===== config.mk =====
export PLATFORM = sky130hd
export DESIGN_NAME = blank_ctl
export DESIGN_NICKNAME = d
export VERILOG_FILES = /design/src/inc/blank_ctl_pkg.sv /design/src/logic/sync_two_ff.sv /design/src/logic/blank_ctl.sv
export SDC_FILE = /design/constraint.sdc
export NUM_CORES = 1
export LEC_CHECK = 0
export BUFFER_PORTS_ARGS = -buffer_cell sky130_fd_sc_hd__buf_2
export CAP_MARGIN = 15
export CORE_MARGIN = 5
export CORE_UTILIZATION = 45
export DETAILED_ROUTE_END_ITERATION = 10
export GPL_TIMING_DRIVEN = 0
export PLACE_DENSITY_LB_ADDON = 0.25
export SYNTH_ARGS = -nofsm -noshare
export SYNTH_HDL_FRONTEND = slang
export SYNTH_SLANG_ARGS = --single-unit

===== constraint.sdc =====
create_clock -name clk -period 2.7 [get_ports clk]
set_clock_uncertainty 0.2 [all_clocks]
set_input_delay 0 -clock clk [delete_from_list [all_inputs] [get_ports clk]]
set_output_delay 0 -clock clk [all_outputs]
set_load 0.01 [all_outputs]

===== src/inc/blank_ctl_pkg.sv =====
// package: shared types and timing constants for the blanking and burst control unit
package blank_ctl_pkg;

  // ***********************************************
  // timing
  // ***********************************************
  localparam int CLK_MHZ = 250;          // timing clock rate
  localparam int BLANK_TIME_MS = 20;     // basic blanking interval
  localparam int SPIKE_TIME_US = 30;     // spike filter after the restart-enable gate opens
  // exact multiples of the clock period, so no rounding is needed
  localparam int BLANK_CYC = BLANK_TIME_MS * 1000 * CLK_MHZ;
  localparam int SPIKE_CYC = SPIKE_TIME_US * CLK_MHZ;

  // ***********************************************
  // reset values of the control outputs
  // ***********************************************
  localparam logic RST_BURST_FLAG = 1'b0;
  localparam logic RST_BIAS_EN = 1'b1;
  localparam logic RST_REDUCED_LIMIT = 1'b0;
  localparam logic RST_CLAMP_RELEASE = 1'b0;
  localparam logic RST_STARTUP_CELL = 1'b0;
  localparam logic RST_SWITCH_EN = 1'b1;
  localparam logic RST_SOFT_START_GO = 1'b0;
  localparam logic RST_RESTART_ACTIVE = 1'b0;

  // ***********************************************
  // comparator and fault decisions, as they arrive from the analog side
  // ***********************************************
  typedef struct packed {
    logic low_feedback_comparator;   // feedback below 1.22 V
    logic high_feedback_comparator;  // feedback above 4.5 V
    logic burst_upper_comparator;    // feedback above 3.6 V
    logic burst_lower_comparator;    // feedback down at 3.1 V
    logic blanking_pin_comparator;   // blanking pin has reached 4.0 V
    logic vcc_overvoltage;           // supply above 25.5 V
    logic over_temperature;
    logic vcc_undervoltage;          // supply at turn-off threshold
    logic opto_short;
    logic ext_restart;               // external restart request
    logic vcc_turn_on;               // supply at turn-on threshold
    logic soft_start_done;           // startup phase finished
  } cmp_t;

  // ***********************************************
  // operating modes
  // ***********************************************
  typedef enum logic [1:0] {
    st_normal,
    st_burst,
    st_restart,
    st_startup
  } mode_t;

endpackage


===== src/logic/sync_two_ff.sv =====
// two-flop synchroniser for a bundle of asynchronous levels
`timescale 1ns/100ps
module sync_two_ff #(
  parameter int W = 1
) (
  input wire logic clk,
  input wire logic rstn,
  input wire logic [W-1:0] d,
  output logic [W-1:0] q
);

  logic [W-1:0] meta_q;

  // first stage feeds only the second stage
  always_ff @(posedge clk or negedge rstn) begin
    if (!rstn) begin
      meta_q <= '0;
      q <= '0;
    end else begin
      meta_q <= d;
      q <= meta_q;
    end
  end

endmodule


===== src/logic/blank_ctl.sv =====
// control unit: basic and extendable blanking, low-load burst mode, auto-restart sequencing
`timescale 1ns/100ps
module blank_ctl #(
  parameter int BLANK_CYCLES = blank_ctl_pkg::BLANK_CYC,
  parameter int SPIKE_CYCLES = blank_ctl_pkg::SPIKE_CYC
) (
  input wire logic clk,
  input wire logic rstn,
  input blank_ctl_pkg::cmp_t cmp_raw,
  output logic burst_flag,
  output logic bias_en,
  output logic reduced_limit_gate,
  output logic clamp_release,
  output logic startup_cell_en,
  output logic switch_en,
  output logic soft_start_go,
  output logic restart_active
);
  import blank_ctl_pkg::*;

  localparam int BW = $clog2(BLANK_CYCLES + 1);
  localparam int SW = $clog2(SPIKE_CYCLES + 1);
  localparam logic [BW-1:0] BLANK_LAST = BW'(BLANK_CYCLES - 1);
  localparam logic [SW-1:0] SPIKE_LAST = SW'(SPIKE_CYCLES - 1);

  // ***********************************************
  // input synchronisation
  // ***********************************************
  cmp_t cmp;

  // every comparator decision is asynchronous to the timing clock
  sync_two_ff #(
    .W($bits(cmp_t))
  ) u_sync (
    .clk(clk),
    .rstn(rstn),
    .d(cmp_raw),
    .q(cmp)
  );

  // ***********************************************
  // state and counters
  // ***********************************************
  mode_t state_q;
  mode_t state_d;
  logic [BW-1:0] blank_cnt_q;
  logic [SW-1:0] spike_cnt_q;
  logic high_cause_q;
  logic burst_flag_q;
  logic bias_en_q;
  logic reduced_limit_q;
  logic clamp_release_q;
  logic startup_cell_q;
  logic switch_en_q;
  logic soft_start_go_q;
  logic restart_active_q;

  logic in_normal;
  logic cause_low;
  logic cause_high;
  logic blank_done;
  logic gate_open;
  logic spike_done;
  logic fast_fault;
  logic burst_enter;
  logic restart_fire;

  // ***********************************************
  // decisions
  // ***********************************************
  assign in_normal = (state_q == st_normal);
  // low feedback arms burst, high feedback arms overload / open loop
  assign cause_low = in_normal & cmp.low_feedback_comparator;
  assign cause_high = in_normal & cmp.high_feedback_comparator;
  assign blank_done = (blank_cnt_q == BLANK_LAST);
  // the gate stays blocked until the external capacitor has charged up
  assign gate_open = clamp_release_q & cmp.blanking_pin_comparator;
  assign spike_done = (spike_cnt_q == SPIKE_LAST);
  // burst only needs the basic interval, restart also waits on the pin
  assign burst_enter = cause_low & blank_done;
  assign restart_fire = gate_open & spike_done;
  // supply overvoltage is ignored while bursting
  assign fast_fault = (cmp.vcc_overvoltage & (state_q != st_burst))
                    | cmp.over_temperature
                    | cmp.vcc_undervoltage
                    | cmp.opto_short
                    | cmp.ext_restart;

  // ***********************************************
  // mode sequencing
  // ***********************************************
  // next mode; fast faults beat every blanked event
  always_comb begin
    state_d = state_q;
    unique case (state_q)
      st_normal: begin
        if (fast_fault || restart_fire) begin
          state_d = st_restart;
        end else if (burst_enter) begin
          state_d = st_burst;
        end
      end
      st_burst: begin
        if (fast_fault) begin
          state_d = st_restart;
        end else if (cmp.high_feedback_comparator) begin
          state_d = st_normal;
        end
      end
      st_restart: begin
        // leave only once the cell has recharged the supply
        if (startup_cell_q && cmp.vcc_turn_on) begin
          state_d = st_startup;
        end
      end
      st_startup: begin
        if (fast_fault) begin
          state_d = st_restart;
        end else if (cmp.soft_start_done) begin
          state_d = st_normal;
        end
      end
    endcase
  end

  always_ff @(posedge clk or negedge rstn) begin
    if (!rstn) begin
      state_q <= st_normal;
    end else begin
      state_q <= state_d;
    end
  end

  // ***********************************************
  // basic blanking counter
  // ***********************************************
  // remembers which cause is being timed so a swap restarts the window
  always_ff @(posedge clk or negedge rstn) begin
    if (!rstn) begin
      high_cause_q <= 1'b0;
    end else begin
      high_cause_q <= cause_high;
    end
  end

  // held at zero unless one cause is present; saturates at the end
  always_ff @(posedge clk or negedge rstn) begin
    if (!rstn) begin
      blank_cnt_q <= '0;
    end else if (!(cause_low ^ cause_high) || (cause_high != high_cause_q)) begin
      blank_cnt_q <= '0;
    end else if (!blank_done) begin
      blank_cnt_q <= blank_cnt_q + 1'b1;
    end
  end

  // ***********************************************
  // clamp release and spike filter
  // ***********************************************
  // dropping the high feedback closes the window and re-clamps the pin
  always_ff @(posedge clk or negedge rstn) begin
    if (!rstn) begin
      clamp_release_q <= RST_CLAMP_RELEASE;
    end else if (!cause_high || state_d != st_normal) begin
      clamp_release_q <= 1'b0;
    end else if (blank_done) begin
      clamp_release_q <= 1'b1;
    end
  end

  // a glitch on the pin comparator restarts the filter
  always_ff @(posedge clk or negedge rstn) begin
    if (!rstn) begin
      spike_cnt_q <= '0;
    end else if (!gate_open) begin
      spike_cnt_q <= '0;
    end else if (!spike_done) begin
      spike_cnt_q <= spike_cnt_q + 1'b1;
    end
  end

  // ***********************************************
  // burst controls
  // ***********************************************
  always_ff @(posedge clk or negedge rstn) begin
    if (!rstn) begin
      burst_flag_q <= RST_BURST_FLAG;
    end else begin
      burst_flag_q <= (state_d == st_burst);
    end
  end

  // reduced limit tracks the burst mode exactly
  always_ff @(posedge clk or negedge rstn) begin
    if (!rstn) begin
      reduced_limit_q <= RST_REDUCED_LIMIT;
    end else begin
      reduced_limit_q <= (state_d == st_burst);
    end
  end

  // bias follows the burst hysteresis; upper crossing wins if both report
  always_ff @(posedge clk or negedge rstn) begin
    if (!rstn) begin
      bias_en_q <= RST_BIAS_EN;
    end else if (state_d == st_restart) begin
      bias_en_q <= 1'b0;
    end else if (state_d != st_burst) begin
      bias_en_q <= 1'b1;
    end else if (state_q != st_burst) begin
      bias_en_q <= 1'b0;
    end else if (cmp.burst_upper_comparator) begin
      bias_en_q <= 1'b1;
    end else if (cmp.burst_lower_comparator) begin
      bias_en_q <= 1'b0;
    end
  end

  // switching goes with the bias inside burst and stops in restart
  always_ff @(posedge clk or negedge rstn) begin
    if (!rstn) begin
      switch_en_q <= RST_SWITCH_EN;
    end else if (state_d == st_restart) begin
      switch_en_q <= 1'b0;
    end else if (state_d != st_burst) begin
      switch_en_q <= 1'b1;
    end else if (state_q != st_burst) begin
      switch_en_q <= 1'b0;
    end else if (cmp.burst_upper_comparator) begin
      switch_en_q <= 1'b1;
    end else if (cmp.burst_lower_comparator) begin
      switch_en_q <= 1'b0;
    end
  end

  // ***********************************************
  // restart supply cycling
  // ***********************************************
  // cell only runs while restarting; burst relies on the supply staying up
  always_ff @(posedge clk or negedge rstn) begin
    if (!rstn) begin
      startup_cell_q <= RST_STARTUP_CELL;
    end else if (state_d != st_restart) begin
      startup_cell_q <= 1'b0;
    end else if (cmp.vcc_undervoltage) begin
      startup_cell_q <= 1'b1;
    end
  end

  // one pulse at the start of every startup phase
  always_ff @(posedge clk or negedge rstn) begin
    if (!rstn) begin
      soft_start_go_q <= RST_SOFT_START_GO;
      restart_active_q <= RST_RESTART_ACTIVE;
    end else begin
      soft_start_go_q <= (state_d == st_startup) && (state_q != st_startup);
      restart_active_q <= (state_d == st_restart);
    end
  end

  assign burst_flag = burst_flag_q;
  assign bias_en = bias_en_q;
  assign reduced_limit_gate = reduced_limit_q;
  assign clamp_release = clamp_release_q;
  assign startup_cell_en = startup_cell_q;
  assign switch_en = switch_en_q;
  assign soft_start_go = soft_start_go_q;
  assign restart_active = restart_active_q;
endmodule


Word level (Yosys, flattened, before mapping). Index checks and enable logic that the tools add are counted.

Word-level logic and storage cells: 73. Register bits after elaboration: 69.

Add/sub/neg operators: 2. Muxes and demuxes: 21. Bitwise operators: 11. Reduce and logical (&&, ||, !) cells: 12. Equality and inequality tests: 15.

Operators with widths (count): $mux 23 (2); $mux 13 (2); $add 23x1->23 const B (1); $eq 23x23->1 const B (1); $mux 2 (7); $add 13x1->13 const B (1); $eq 13x13->1 const B (1); $mux 1 (9); $eq 2x2->1 const B (4); $pmux 2 s4 (1); $and 1x1->1 (6); $ne 2x1->1 const B (3); $ne 2x2->1 const B (3); $reduce_bool 2->1 (3); $reduce_bool 5->1 (1); $eq 2x1->1 const B (2); $or 1x1->1 (4); $logic_or 1x1->1 (3); $logic_and 1x1->1 (2); $logic_not 1->1 (2); $logic_not 2->1 (1); $ne 1x1->1 (1); $xor 1x1->1 (1).

Depth between registers and ports, before layout. Gate-level depths: netlist of the first run.

Depth in word-level cells: 12. Gate-level depth with buffers: 8. Depth with buffers taken out: 7.

Cells and area by module. Synthesis of the first run repeated with hierarchy kept, for this count alone.

Cells, all modules: 246. Area total of the unflattened synthesis: 2867.8 um^2.

Modules (own cells, without submodules): blank_ctl (area an instance 2267.2 um^2, cells an instance 222, instances 1, seq. area each 1127.3 um^2); sync_two_ff (area an instance 600.6 um^2, cells an instance 24, instances 1, seq. area each 600.6 um^2).

Worst setup path before layout of the first run. OpenSTA, ideal clock, no wires.

Kind: reg2reg. Start: register spike_cnt_q[7]. End: register clamp_release_q, in the netlist clamp_release. Setup time: 96 ps. Buffers on the path: 1. Required time: 2404 ps. Path slack: 477 ps. Stages on the path, launching flop included: 8. Arrival: 1927 ps. Period minus slack after synthesis: 2223 ps. Cells stage by stage: dfrtp_1 > or4_1 > or3_1 > buf_6 > nor2_4 > o311a_4 > inv_4 > nor4b_2.

Word-level cells in the longest chain between the ends: 8. Elaborated cells between the ends (all ways): 9. Those cells by class: 1 x eq/ne; 3 x mux; 1 x bitwise; 4 x reduce/logical.

RTL lines: start: declaration (RTL line blank_ctl.sv:47) `logic [SW-1:0] spike_cnt_q;`; start signal: assignment (RTL line blank_ctl.sv:178) `spike_cnt_q <= spike_cnt_q + 1'b1;`; $eq 13x13->1 * (RTL line blank_ctl.sv:78) `assign spike_done = (spike_cnt_q == SPIKE_LAST);`; $and 1x1->1 * (RTL line blank_ctl.sv:81) `assign restart_fire = gate_open & spike_done;`; $logic_or 1x1->1 * (RTL line blank_ctl.sv:97) `if (fast_fault || restart_fire) begin`; $mux 2 * (RTL line blank_ctl.sv:97); $pmux 2 s4 * (RTL line blank_ctl.sv:95) `unique case (state_q)`; named net state_d[0] (RTL line blank_ctl.sv:45) `mode_t state_d;`; $reduce_bool 2->1 * (RTL line blank_ctl.sv:164) `end else if (!cause_high || state_d != st_normal) begin`; $logic_or 1x1->1 * (RTL line blank_ctl.sv:164); $mux 1 or $reduce_bool 2->1 (tied branches); end signal: assignment (RTL line blank_ctl.sv:163) `clamp_release_q <= RST_CLAMP_RELEASE;`; end signal: assignment (RTL line blank_ctl.sv:165) `clamp_release_q <= 1'b0;`; end signal: assignment (RTL line blank_ctl.sv:167) `clamp_release_q <= 1'b1;`; end: declaration (RTL line blank_ctl.sv:52) `logic clamp_release_q;`.

The timed path passes the listed nets; every way through them passes the cells marked *. A chain may end at the register's enable or synchronous reset.

Worst setup path after layout of the first run.
Start: register spike_cnt_q[7]. End: register switch_en_q, in the netlist switch_en.

Word-level cells in the longest chain between the ends: 8. Elaborated cells between the ends (all ways): 10. Those cells by class: 3 x eq/ne; 4 x mux; 1 x bitwise; 2 x reduce/logical.

RTL lines: $eq 13x13->1 * (RTL line blank_ctl.sv:78); $and 1x1->1 * (RTL line blank_ctl.sv:81); $logic_or 1x1->1 * (RTL line blank_ctl.sv:97); $mux 2 * (RTL line blank_ctl.sv:97); $pmux 2 s4 * (RTL line blank_ctl.sv:95); named net state_d[1] (RTL line blank_ctl.sv:45); $ne 2x1->1 (RTL line blank_ctl.sv:225) `end else if (state_d != st_burst) begin`; $mux 1 (RTL line blank_ctl.sv:225); $mux 1 (RTL line blank_ctl.sv:223) `end else if (state_d == st_restart) begin`; end signal: assignment (RTL line blank_ctl.sv:222) `switch_en_q <= RST_SWITCH_EN;`; end signal: assignment (RTL line blank_ctl.sv:224) `switch_en_q <= 1'b0;`; end signal: assignment (RTL line blank_ctl.sv:226) `switch_en_q <= 1'b1;`; end: declaration (RTL line blank_ctl.sv:54) `logic switch_en_q;`.

Marked as above.

==> results.toml, run 1 <==
[status]
status = "finished, final reports clean"

[layout]
fill_cells = 545
final_layout_size_suffix_gt1_frac = 0.153
area_growth_pct = 19.2
diodes = 0
fin_nets = 324

[synth]
syn_avg_cell_area_sq_um = 11.2
ys.flop_type = "dfrtp_1"
syn-num-nets = 279
synth.distinct_cells = 46
seq_area_frac_synth = 0.586
ys_seq_elements = 69
syn_area_sq_um = 2950
synth_edf_count = 0
synthCells = 263
async_flop_share = 1.00
synth_warnings = 0

[sta]
setup-violations-final = 0
clock.fmax_mhz = 422
fin_crit_ns = 2.37
fin_crit_sh = 0.878
max_slew_margin = 0.436
hold-worst-slack_ns = 0.0903
fin_setup_tns_ns = 0
report.final.slew_viol_count = 0
tightest_slew_ns = 0.846
rsz0062_at_grt = "no"
finalHoldViolCount = 0
setup_slack_ns = 0.329

[detailed_routing]
vias_per_cell = 5.21
drc_errors = 0
routed_wirelength_mm = 5.30
drtAntennaViolNets = 0
firstDrtPassIters = 4
vias = 2031
post_drt_wl_per_cell_um = 13.6
drtIter0Drc = 56

[clock_network]
cts-buffers-inserted = 9
cts.path.max_buffers = 2
root_buffer = "clkbuf_8"
cts_num_sinks = 69
clock_latency_ns = 0.34
cts_htree_levels = 3
clk_pin_slew_ns = 0.08
cts_tree = "built"

[worst_setup_path]
max_stage_delay_ns = 0.52
start_kind = "flop"
endpoint_kind = "flop"
worstSetupPathType = "flop to flop"
cp_slowest_cell = "or4_1"
path_delay_family = "simple AND/OR/NAND/NOR gates"
required_ns = 2.77
crit_chain = "or4_1 > or3_1 > buf_6 > o311ai_4 > nor2_1 > mux2i_1"
critPathMaxFanout = 7
path_buf_inv = 1
crit_arrival_ns = 2.44

[hold_path]
min-delay-path-class = "input pin to flop"

[power]
pwr_density_cell_nw_per_um2 = 612
ir_worst_vdd_v = 0.000628
p_leak_uw = 0.00143

[die]
io_pins = 22
core_sq_um = 6350
initial_core_util = 0.464
die_area_sq_um = 8270
dieWidth_um = 90.9
row_count = 29
die_y_um = 90.9

[place]
pre_cts_slack_ns = 0.334
port_buffers = 21
dp_hpwl_mm = 3.54
gp_congestion = 0.844

[global_route]
antenna_found_initial = 0
grt_pass1_wl_mm = 9.49
grt_usage = 0.140
grt_max_degree = 70
grt_pass1_vias = 2027
overflow = 0

[job]
maxCapViolations = 0
## worst register-to-register path, delay by kind of cell (launching register included)
kind                   cells  cell delay [ns]
buffers and inverters      1             0.15
AO/OA/AOI/OAI              1             0.36
AND/OR/NAND/NOR            3             1.00
flip-flops                 1             0.44
multiplexers               1             0.15
## per-stage QoR
step / area (sq um) / std cells / util / power (uW)
CTS: 3510 / 390 / 0.553 / 2180
global route: 3510 / 390 / 0.553 / 2240
detailed placement: 3150 / 361 / 0.496 / 1200
floorplan: 2950 / 263 / - / 1150
finish: 3510 / 390 / 0.553 / 2150
global placement: 3150 / 361 / 0.496 / 1200
## layout make-up
class                   count  area, sq um  share of cell area
plain buffers              10         53.8              0.0153
inverters                   7         28.8             0.00819
clock inverters             6         93.8              0.0267
repair buffers             34          238              0.0677
well taps                  77         96.3              0.0274
flip-flops and latches     69         1730               0.492
multi-input cells         177         1140               0.323
clock buffers              10          138              0.0392
## where the power goes
| group | internal, uW | switching, uW | total (uW) | leakage [uW] |
|---|---|---|---|---|
| combinational | 52.0 | 53.7 | 106 | 0.000427 |
| sequential | 1070 | 20.1 | 1090 | 0.000891 |
| clock | 553 | 401 | 955 | 0.000113 |
## sequential cells by signal (all words and copies together), names as in the netlist
signal / cells
restart_active: 1
switch_en: 1
clamp_release: 1
state_q: 2
soft_start_go: 1
startup_cell_en: 1
spike_cnt_q: 13
reduced_limit_gate: 1
high_cause_q: 1
u_sync.meta_q: 12
u_sync.q: 12
blank_cnt_q: 23
## cells by family after synthesis
group | synth area share
flops | 0.586
buf+inv | 0.0280
fa+ha+maj | 0.00849
simple gates | 0.214
xor+xnor | 0.0832
compound gates | 0.0735
mux | 0.00679
## per-layer routing
layer | up-vias | global-route usage | wire length [um]
li1 | 1007 | - | -
met1 | 983 | 0.194 | 2610
met2 | 32 | 0.212 | 2430
met3 | 9 | 0.0308 | 172
met4 | 0 | 0.0623 | 85
met5 | - | 0 | 0
## cell usage after synthesis, types with 2 or more instances
| master | number | area [sq um] |
|---|---|---|
| o211ai_1 | 3 | 22.5 |
| nand2_1 | 15 | 56.3 |
| and3_1 | 5 | 31.3 |
| inv_1 | 6 | 22.5 |
| buf_4 | 2 | 15.0 |
| or4_1 | 2 | 15.0 |
| o21ai_0 | 6 | 30.0 |
| nor4_1 | 8 | 50.1 |
| nor3b_1 | 2 | 15.0 |
| xor2_1 | 12 | 105 |
| or2_1 | 2 | 12.5 |
| ha_1 | 2 | 25.0 |
| mux2i_1 | 2 | 20.0 |
| xnor2_1 | 16 | 140 |
| nand4b_1 | 3 | 26.3 |
| clkbuf_1 | 6 | 22.5 |
| nand3b_1 | 2 | 15.0 |
| and2_1 | 5 | 31.3 |
| nand3_1 | 8 | 40.0 |
| nor2b_1 | 2 | 12.5 |
| nand4_1 | 6 | 37.5 |
| and4_1 | 3 | 26.3 |
| nor3_1 | 5 | 25.0 |
| dfrtp_1 | 68 | 1700 |
| o2111ai_1 | 3 | 26.3 |
| nor2_1 | 37 | 139 |
| a21oi_1 | 7 | 35.0 |
| nand2b_1 | 2 | 12.5 |
| or3_1 | 5 | 31.3 |
| nor4b_1 | 2 | 17.5 |
## timing repair
action / in CTS / in global routing
endpoints found under the setup margin: 0 / 0
gates resized for setup: 0 / 0
hold buffers: 13 / 0
setup buffers: 0 / 0
endpoints found under the hold margin: 80 / 0
## path summary, 6_finish.rpt
kind                                       start                 to  slack (ns)  cells after the start
worst max-delay path              spike_cnt_q[7]          switch_en        0.33                      6
worst min-delay path                 cmp_raw[11]  u_sync.meta_q[11]        0.09                      2
worst min register to register  u_sync.meta_q[3]        u_sync.q[3]        0.15                      0
max in group asynchronous                   rstn   u_sync.meta_q[2]        1.63                      2
min in group asynchronous                   rstn    blank_cnt_q[18]        0.11                      2
worst max register to register    spike_cnt_q[7]          switch_en        0.33                      6
## layout by cell type, fill, tap and decap left out, drive strengths merged, types with 5 or more instances in the layout
cell type	synthesis	final
a21oi	7	7
inv	7	9
nor2	38	38
and2	5	5
dfrtp	68	68
dlygate4sd3	0	13
nor4	8	8
o21ai	7	7
nor3	5	5
clkbuf	6	16
or3	5	5
nand4	6	6
nand2	15	15
xor2	12	12
buf	4	25
nand3	8	8
xnor2	16	16
and3	5	5
Power figures use the tool's default switching activity.
==> run 2: changes to the inputs <==
GPL_TIMING_DRIVEN = 1   (was 0)
==> run 2 against run 1 <==
Sequential power barely moved. Critical path type unchanged. Non-clock buffer count stayed put. Largest power group unchanged. Flip-flop and latch count unchanged. Final area is 0.61% higher. First-iteration DRC count increased by 89%.
==> results.toml, run 2 (synthesized netlist as in run 1, its figures left out) <==
[layout]
post-route-util = 0.556
diodes = 0
largest_register_ffs = 23
fill_cells = 516
layout_common_cells = "68 x dfrtp_1, 37 x nor2_1, 21 x buf_2, 16 x xnor2_1, 15 x nand2_1"
top_regs = "blank_cnt_q (23), spike_cnt_q (13)"
regMostFlops = "blank_cnt_q"
fin_nets = 324
finalNonFillerCells = 390
layout_commonest_cell = "dfrtp_1"
area_growth_pct = 19.9
final_layout_size_suffix_gt1_frac = 0.169

[die]
row_count = 29
io_pins = 22
die_y_um = 90.9
dieWidth_um = 90.9
die_area_sq_um = 8270
core_sq_um = 6350
initial_core_util = 0.464

[worst_setup_path]
start_kind = "flop"
worstSetupPathType = "flop to flop"
endpoint_kind = "flop"
crit_arrival_ns = 2.43
required_ns = 2.75
critPathMaxFanout = 5

[global_route]
antenna_found_initial = 0
grt_max_degree = 36
grt_usage = 0.150
grt_pass1_vias = 2014
overflow = 0
grt_pass1_wl_mm = 9.95

[power]
pwr_density_cell_nw_per_um2 = 611
p_leak_uw = 0.00145
ir_worst_vdd_v = 0.000446

[clock_network]
cts_tree = "built"
cts_htree_levels = 3
root_buffer = "clkbuf_8"
cts-resized-gates = 0
cts.path.max_buffers = 2
clock_latency_ns = 0.34
clk_pin_slew_ns = 0.08
cts-buffers-inserted = 9
cts_num_sinks = 69

[detailed_routing]
vias = 2019
firstDrtPassIters = 4
routed_wirelength_mm = 5.53
post_drt_wl_per_cell_um = 14.2
drtIter0Drc = 106
drtAntennaViolNets = 0
vias_per_cell = 5.18
drc_errors = 0

[place]
gp_congestion = 0.827
dp_cells = 360
dp_hpwl_mm = 3.69
port_buffers = 21

[sta]
tightest_slew_ns = 0.629
fin_crit_ns = 2.38
setup-violations-final = 0
fin_crit_sh = 0.881
finalHoldViolCount = 0
hold-worst-slack_ns = 0.0261
report.final.slew_viol_count = 0
fin_setup_tns_ns = 0
clock.fmax_mhz = 421
max_slew_margin = 0.579
rsz0062_at_grt = "no"

[hold_path]
min-delay-path-class = "input pin to asynchronous set/reset pin"

[status]
status = "finished, final reports clean"

[job]
maxCapViolations = 0
run 2: timing repair:
item                      in CTS  in global routing
buffers inserted               0                  0
hold buffers                  14                  0
hold endpoints to repair      80                  0
run 2: power by group:
part | internal, uW | switching, uW | total [uW]
sequential | 1070 | 22.7 | 1090
clock | 553 | 407 | 960
combinational | 51.7 | 54.3 | 106
run 2: stage by stage:
| stage | power [uW] | setup WS (ns) | cell area [sq um] |
|---|---|---|---|
| after floorplan | 1150 | 0.477 | 2950 |
| after global placement | 1200 | 0.378 | 3160 |
| after detailed placement | 1200 | 0.337 | 3160 |
| after CTS | 2190 | 0.316 | 3530 |
| after global routing | 2250 | 0.187 | 3530 |
| final | 2160 | 0.322 | 3530 |
run 2: layout make-up:
class / count / area (sq um) / area share
well taps: 77 / 96.3 / 0.0273
repair buffers: 44 / 313 / 0.0885
flip-flops and latches: 69 / 1730 / 0.489
multi-input cells: 177 / 1140 / 0.322
clock buffers: 10 / 138 / 0.0390
inverters: 7 / 28.8 / 0.00814
clock inverters: 6 / 93.8 / 0.0266
run 2: metal layers:
metal  routed length, um  vias to the layer above  GRT usage
met3                 205                       12     0.0358
li1                    -                     1007          -
met5                   0                        -          0
met1                2760                      965      0.217
met2                2420                       35      0.207
met4                 140                        0     0.0807
run 2: final timing paths:
kind / slack, ns / to / startpoint / depth (start not counted)
max: 0.32 / clamp_release / spike_cnt_q[7] / 6
min: 0.03 / blank_cnt_q[11] / rstn / 3
max reg2reg: 0.32 / clamp_release / spike_cnt_q[7] / 6
min reg2reg: 0.15 / u_sync.q[4] / u_sync.meta_q[4] / 0
max in group asynchronous: 1.32 / blank_cnt_q[0] / rstn / 3
min in group clk: 0.09 / u_sync.meta_q[1] / cmp_raw[1] / 2
run 2: critical path: stages, from the launching register on:
cell and delay, ns:
dfrtp_1 0.43, or4_1 0.52, or3_1 0.50, nor2_4 0.14
o311a_4 0.20, inv_4 0.04, nor4b_2 0.24
==> run 3: changes to the inputs <==
CELL_PAD_IN_SITES_DETAIL_PLACEMENT = 1   (was default)
CELL_PAD_IN_SITES_GLOBAL_PLACEMENT = 1   (was default)
CORE_UTILIZATION = 43   (was 45)
clock period = 2.15 ns   (was 2.7 ns; I/O delays follow)
==> run 3 against run 2 <==
The run now ends with negative setup slack left. Register-to-register slack lost 0.36 ns. Die area grew 4.1%. Cell count is 8.5% higher. Final area rose by 7.4%. Core utilization is 0.84 points higher. Largest cell class unchanged. Routed wire length increased by 30%. Setup slack got worse by 0.36 ns. First-iteration DRC count down 27%. Combinational power is 44% higher. Via count up 11%.
==> results.toml, run 3 (synthesized netlist as in run 1, its figures left out) <==
[layout]
layout_common_cells = "68 x dfrtp_1, 38 x buf_4, 36 x nor2_1, 21 x buf_2, 16 x xnor2_1"
layout_commonest_cell = "dfrtp_1"
final_layout_size_suffix_gt1_frac = 0.265
top_regs = "blank_cnt_q (23), spike_cnt_q (13)"
regMostFlops = "blank_cnt_q"
fill_cells = 702
finalNonFillerCells = 423
diodes = 0
multi_input_area_sq_um = 1180
largest_register_ffs = 23
post-route-util = 0.565
area_growth_pct = 28.8
fin_nets = 355
ff_latch_area_sq_um = 1730

[sta]
rsz0062_at_grt = "yes"
report.final.slew_viol_count = 0
tightest_slew_ns = 0.698
fin_setup_tns_ns = -0.0651
setup_slack_ns = -0.0378
setup-violations-final = 2
finalHoldViolCount = 0
clock.fmax_mhz = 457
max_slew_margin = 0.535
fin_crit_ns = 2.19
fin_crit_sh = 1.02

[detailed_routing]
drtAntennaViolNets = 0
vias_per_cell = 5.28
post_drt_wl_per_cell_um = 17.0
routed_wirelength_mm = 7.18
drtIter0Drc = 77
vias = 2235
firstDrtPassIters = 4
drc_errors = 0

[worst_setup_path]
critPathMaxFanout = 3
worstSetupPathType = "flop to flop"
endpoint_kind = "flop"
crit_arrival_ns = 2.24
start_kind = "flop"
ff2ff_setup_slack_ns = -0.04
required_ns = 2.20

[clock_network]
cts_num_sinks = 69
clock_latency_ns = 0.34
clk_pin_slew_ns = 0.09
root_buffer = "clkbuf_8"
cts_tree = "built"
cts_htree_levels = 3
cts-buffers-inserted = 9
cts.path.max_buffers = 2

[place]
dp_cells = 388
gp_congestion = 0.772
dp_hpwl_mm = 4.76
port_buffers = 21

[global_route]
grt_pass1_wl_mm = 12.0
overflow = 0
grt_max_degree = 27
grt_pass1_vias = 2460
antenna_found_initial = 0
grt_usage = 0.179

[status]
violations = "negative setup slack"
status = "finished, violations left"

[power]
pwr_density_cell_nw_per_um2 = 677
ir_worst_vdd_v = 0.000427
p_leak_uw = 0.00161

[die]
row_count = 30
die_area_sq_um = 8610
die_y_um = 92.8
core_sq_um = 6720
dieWidth_um = 92.8
initial_core_util = 0.439
io_pins = 22

[job]
maxCapViolations = 0

[hold_path]
min-delay-path-class = "input pin to asynchronous set/reset pin"
==> run 3: cell types whose count changed in the layout (fill, tap and decap cells not counted), moves of 2 or more <==
cell,previous run,this run
nor4_1,8,6
buf_4,9,38
clkinv_2,0,2
buf_12,0,2
nor4_2,0,2
==> run 3: worst paths after layout <==
path                                  start          endpoint  cells past startpoint
min                                    rstn        state_q[1]                      2
max in group asynchronous              rstn       u_sync.q[2]                      3
min reg2reg                u_sync.meta_q[7]       u_sync.q[7]                      0
max                          spike_cnt_q[7]     clamp_release                      6
max reg2reg                  spike_cnt_q[7]     clamp_release                      6
min in group clk                 cmp_raw[0]  u_sync.meta_q[0]                      2
==> run 3: what timing repair did <==
action                                 4_1_cts  5_1_grt
gates resized for setup                      4        5
hold buffers                                13        0
setup buffers                                3        4
endpoints found under the hold margin       81        0
setup endpoints to repair                    5        9
pin swaps                                    8        9
==> run 3: critical path: stages, from the launching register on <==
cell	delay, ns
dfrtp_1	0.38
or4_4	0.52
or3_4	0.39
nor2_4	0.10
o311a_4	0.24
inv_4	0.05
nor4b_4	0.21
==> run 3: metal layers <==
layer | global-route usage | share of wire
met1 | 0.221 | 0.46
met2 | 0.307 | 0.50
met3 | 0.0333 | 0.027
met4 | 0.0696 | 0.016
met5 | 0 | 0
==> run 3: per-stage QoR <==
stage	cell area, sq um	setup WS [ns]	hold WS [ns]	power (uW)
after floorplan	2950	-0.0249	-0.496	1440
after global placement	3380	-0.0432	-0.121	1520
after detailed placement	3380	-0.176	-0.111	1530
after CTS	3740	-0.111	0.0709	2600
after global routing	3790	-0.0787	0.0876	2680
final	3790	-0.0378	0.0502	2570
==> run 3: power by group <==
group          internal, uW  switching [uW]
Clock                   529             513
Combinational          75.3            77.3
Sequential             1340            31.2
==> run 3: final cells by class <==
class                           instances  area share
Clock buffer                            9      0.0326
Timing Repair Buffer                   75       0.151
Clock inverter                          6      0.0168
Tap cell                               80      0.0264
Multi-Input combinational cell        177       0.311
Inverter                                7     0.00758
Sequential cell                        69       0.455
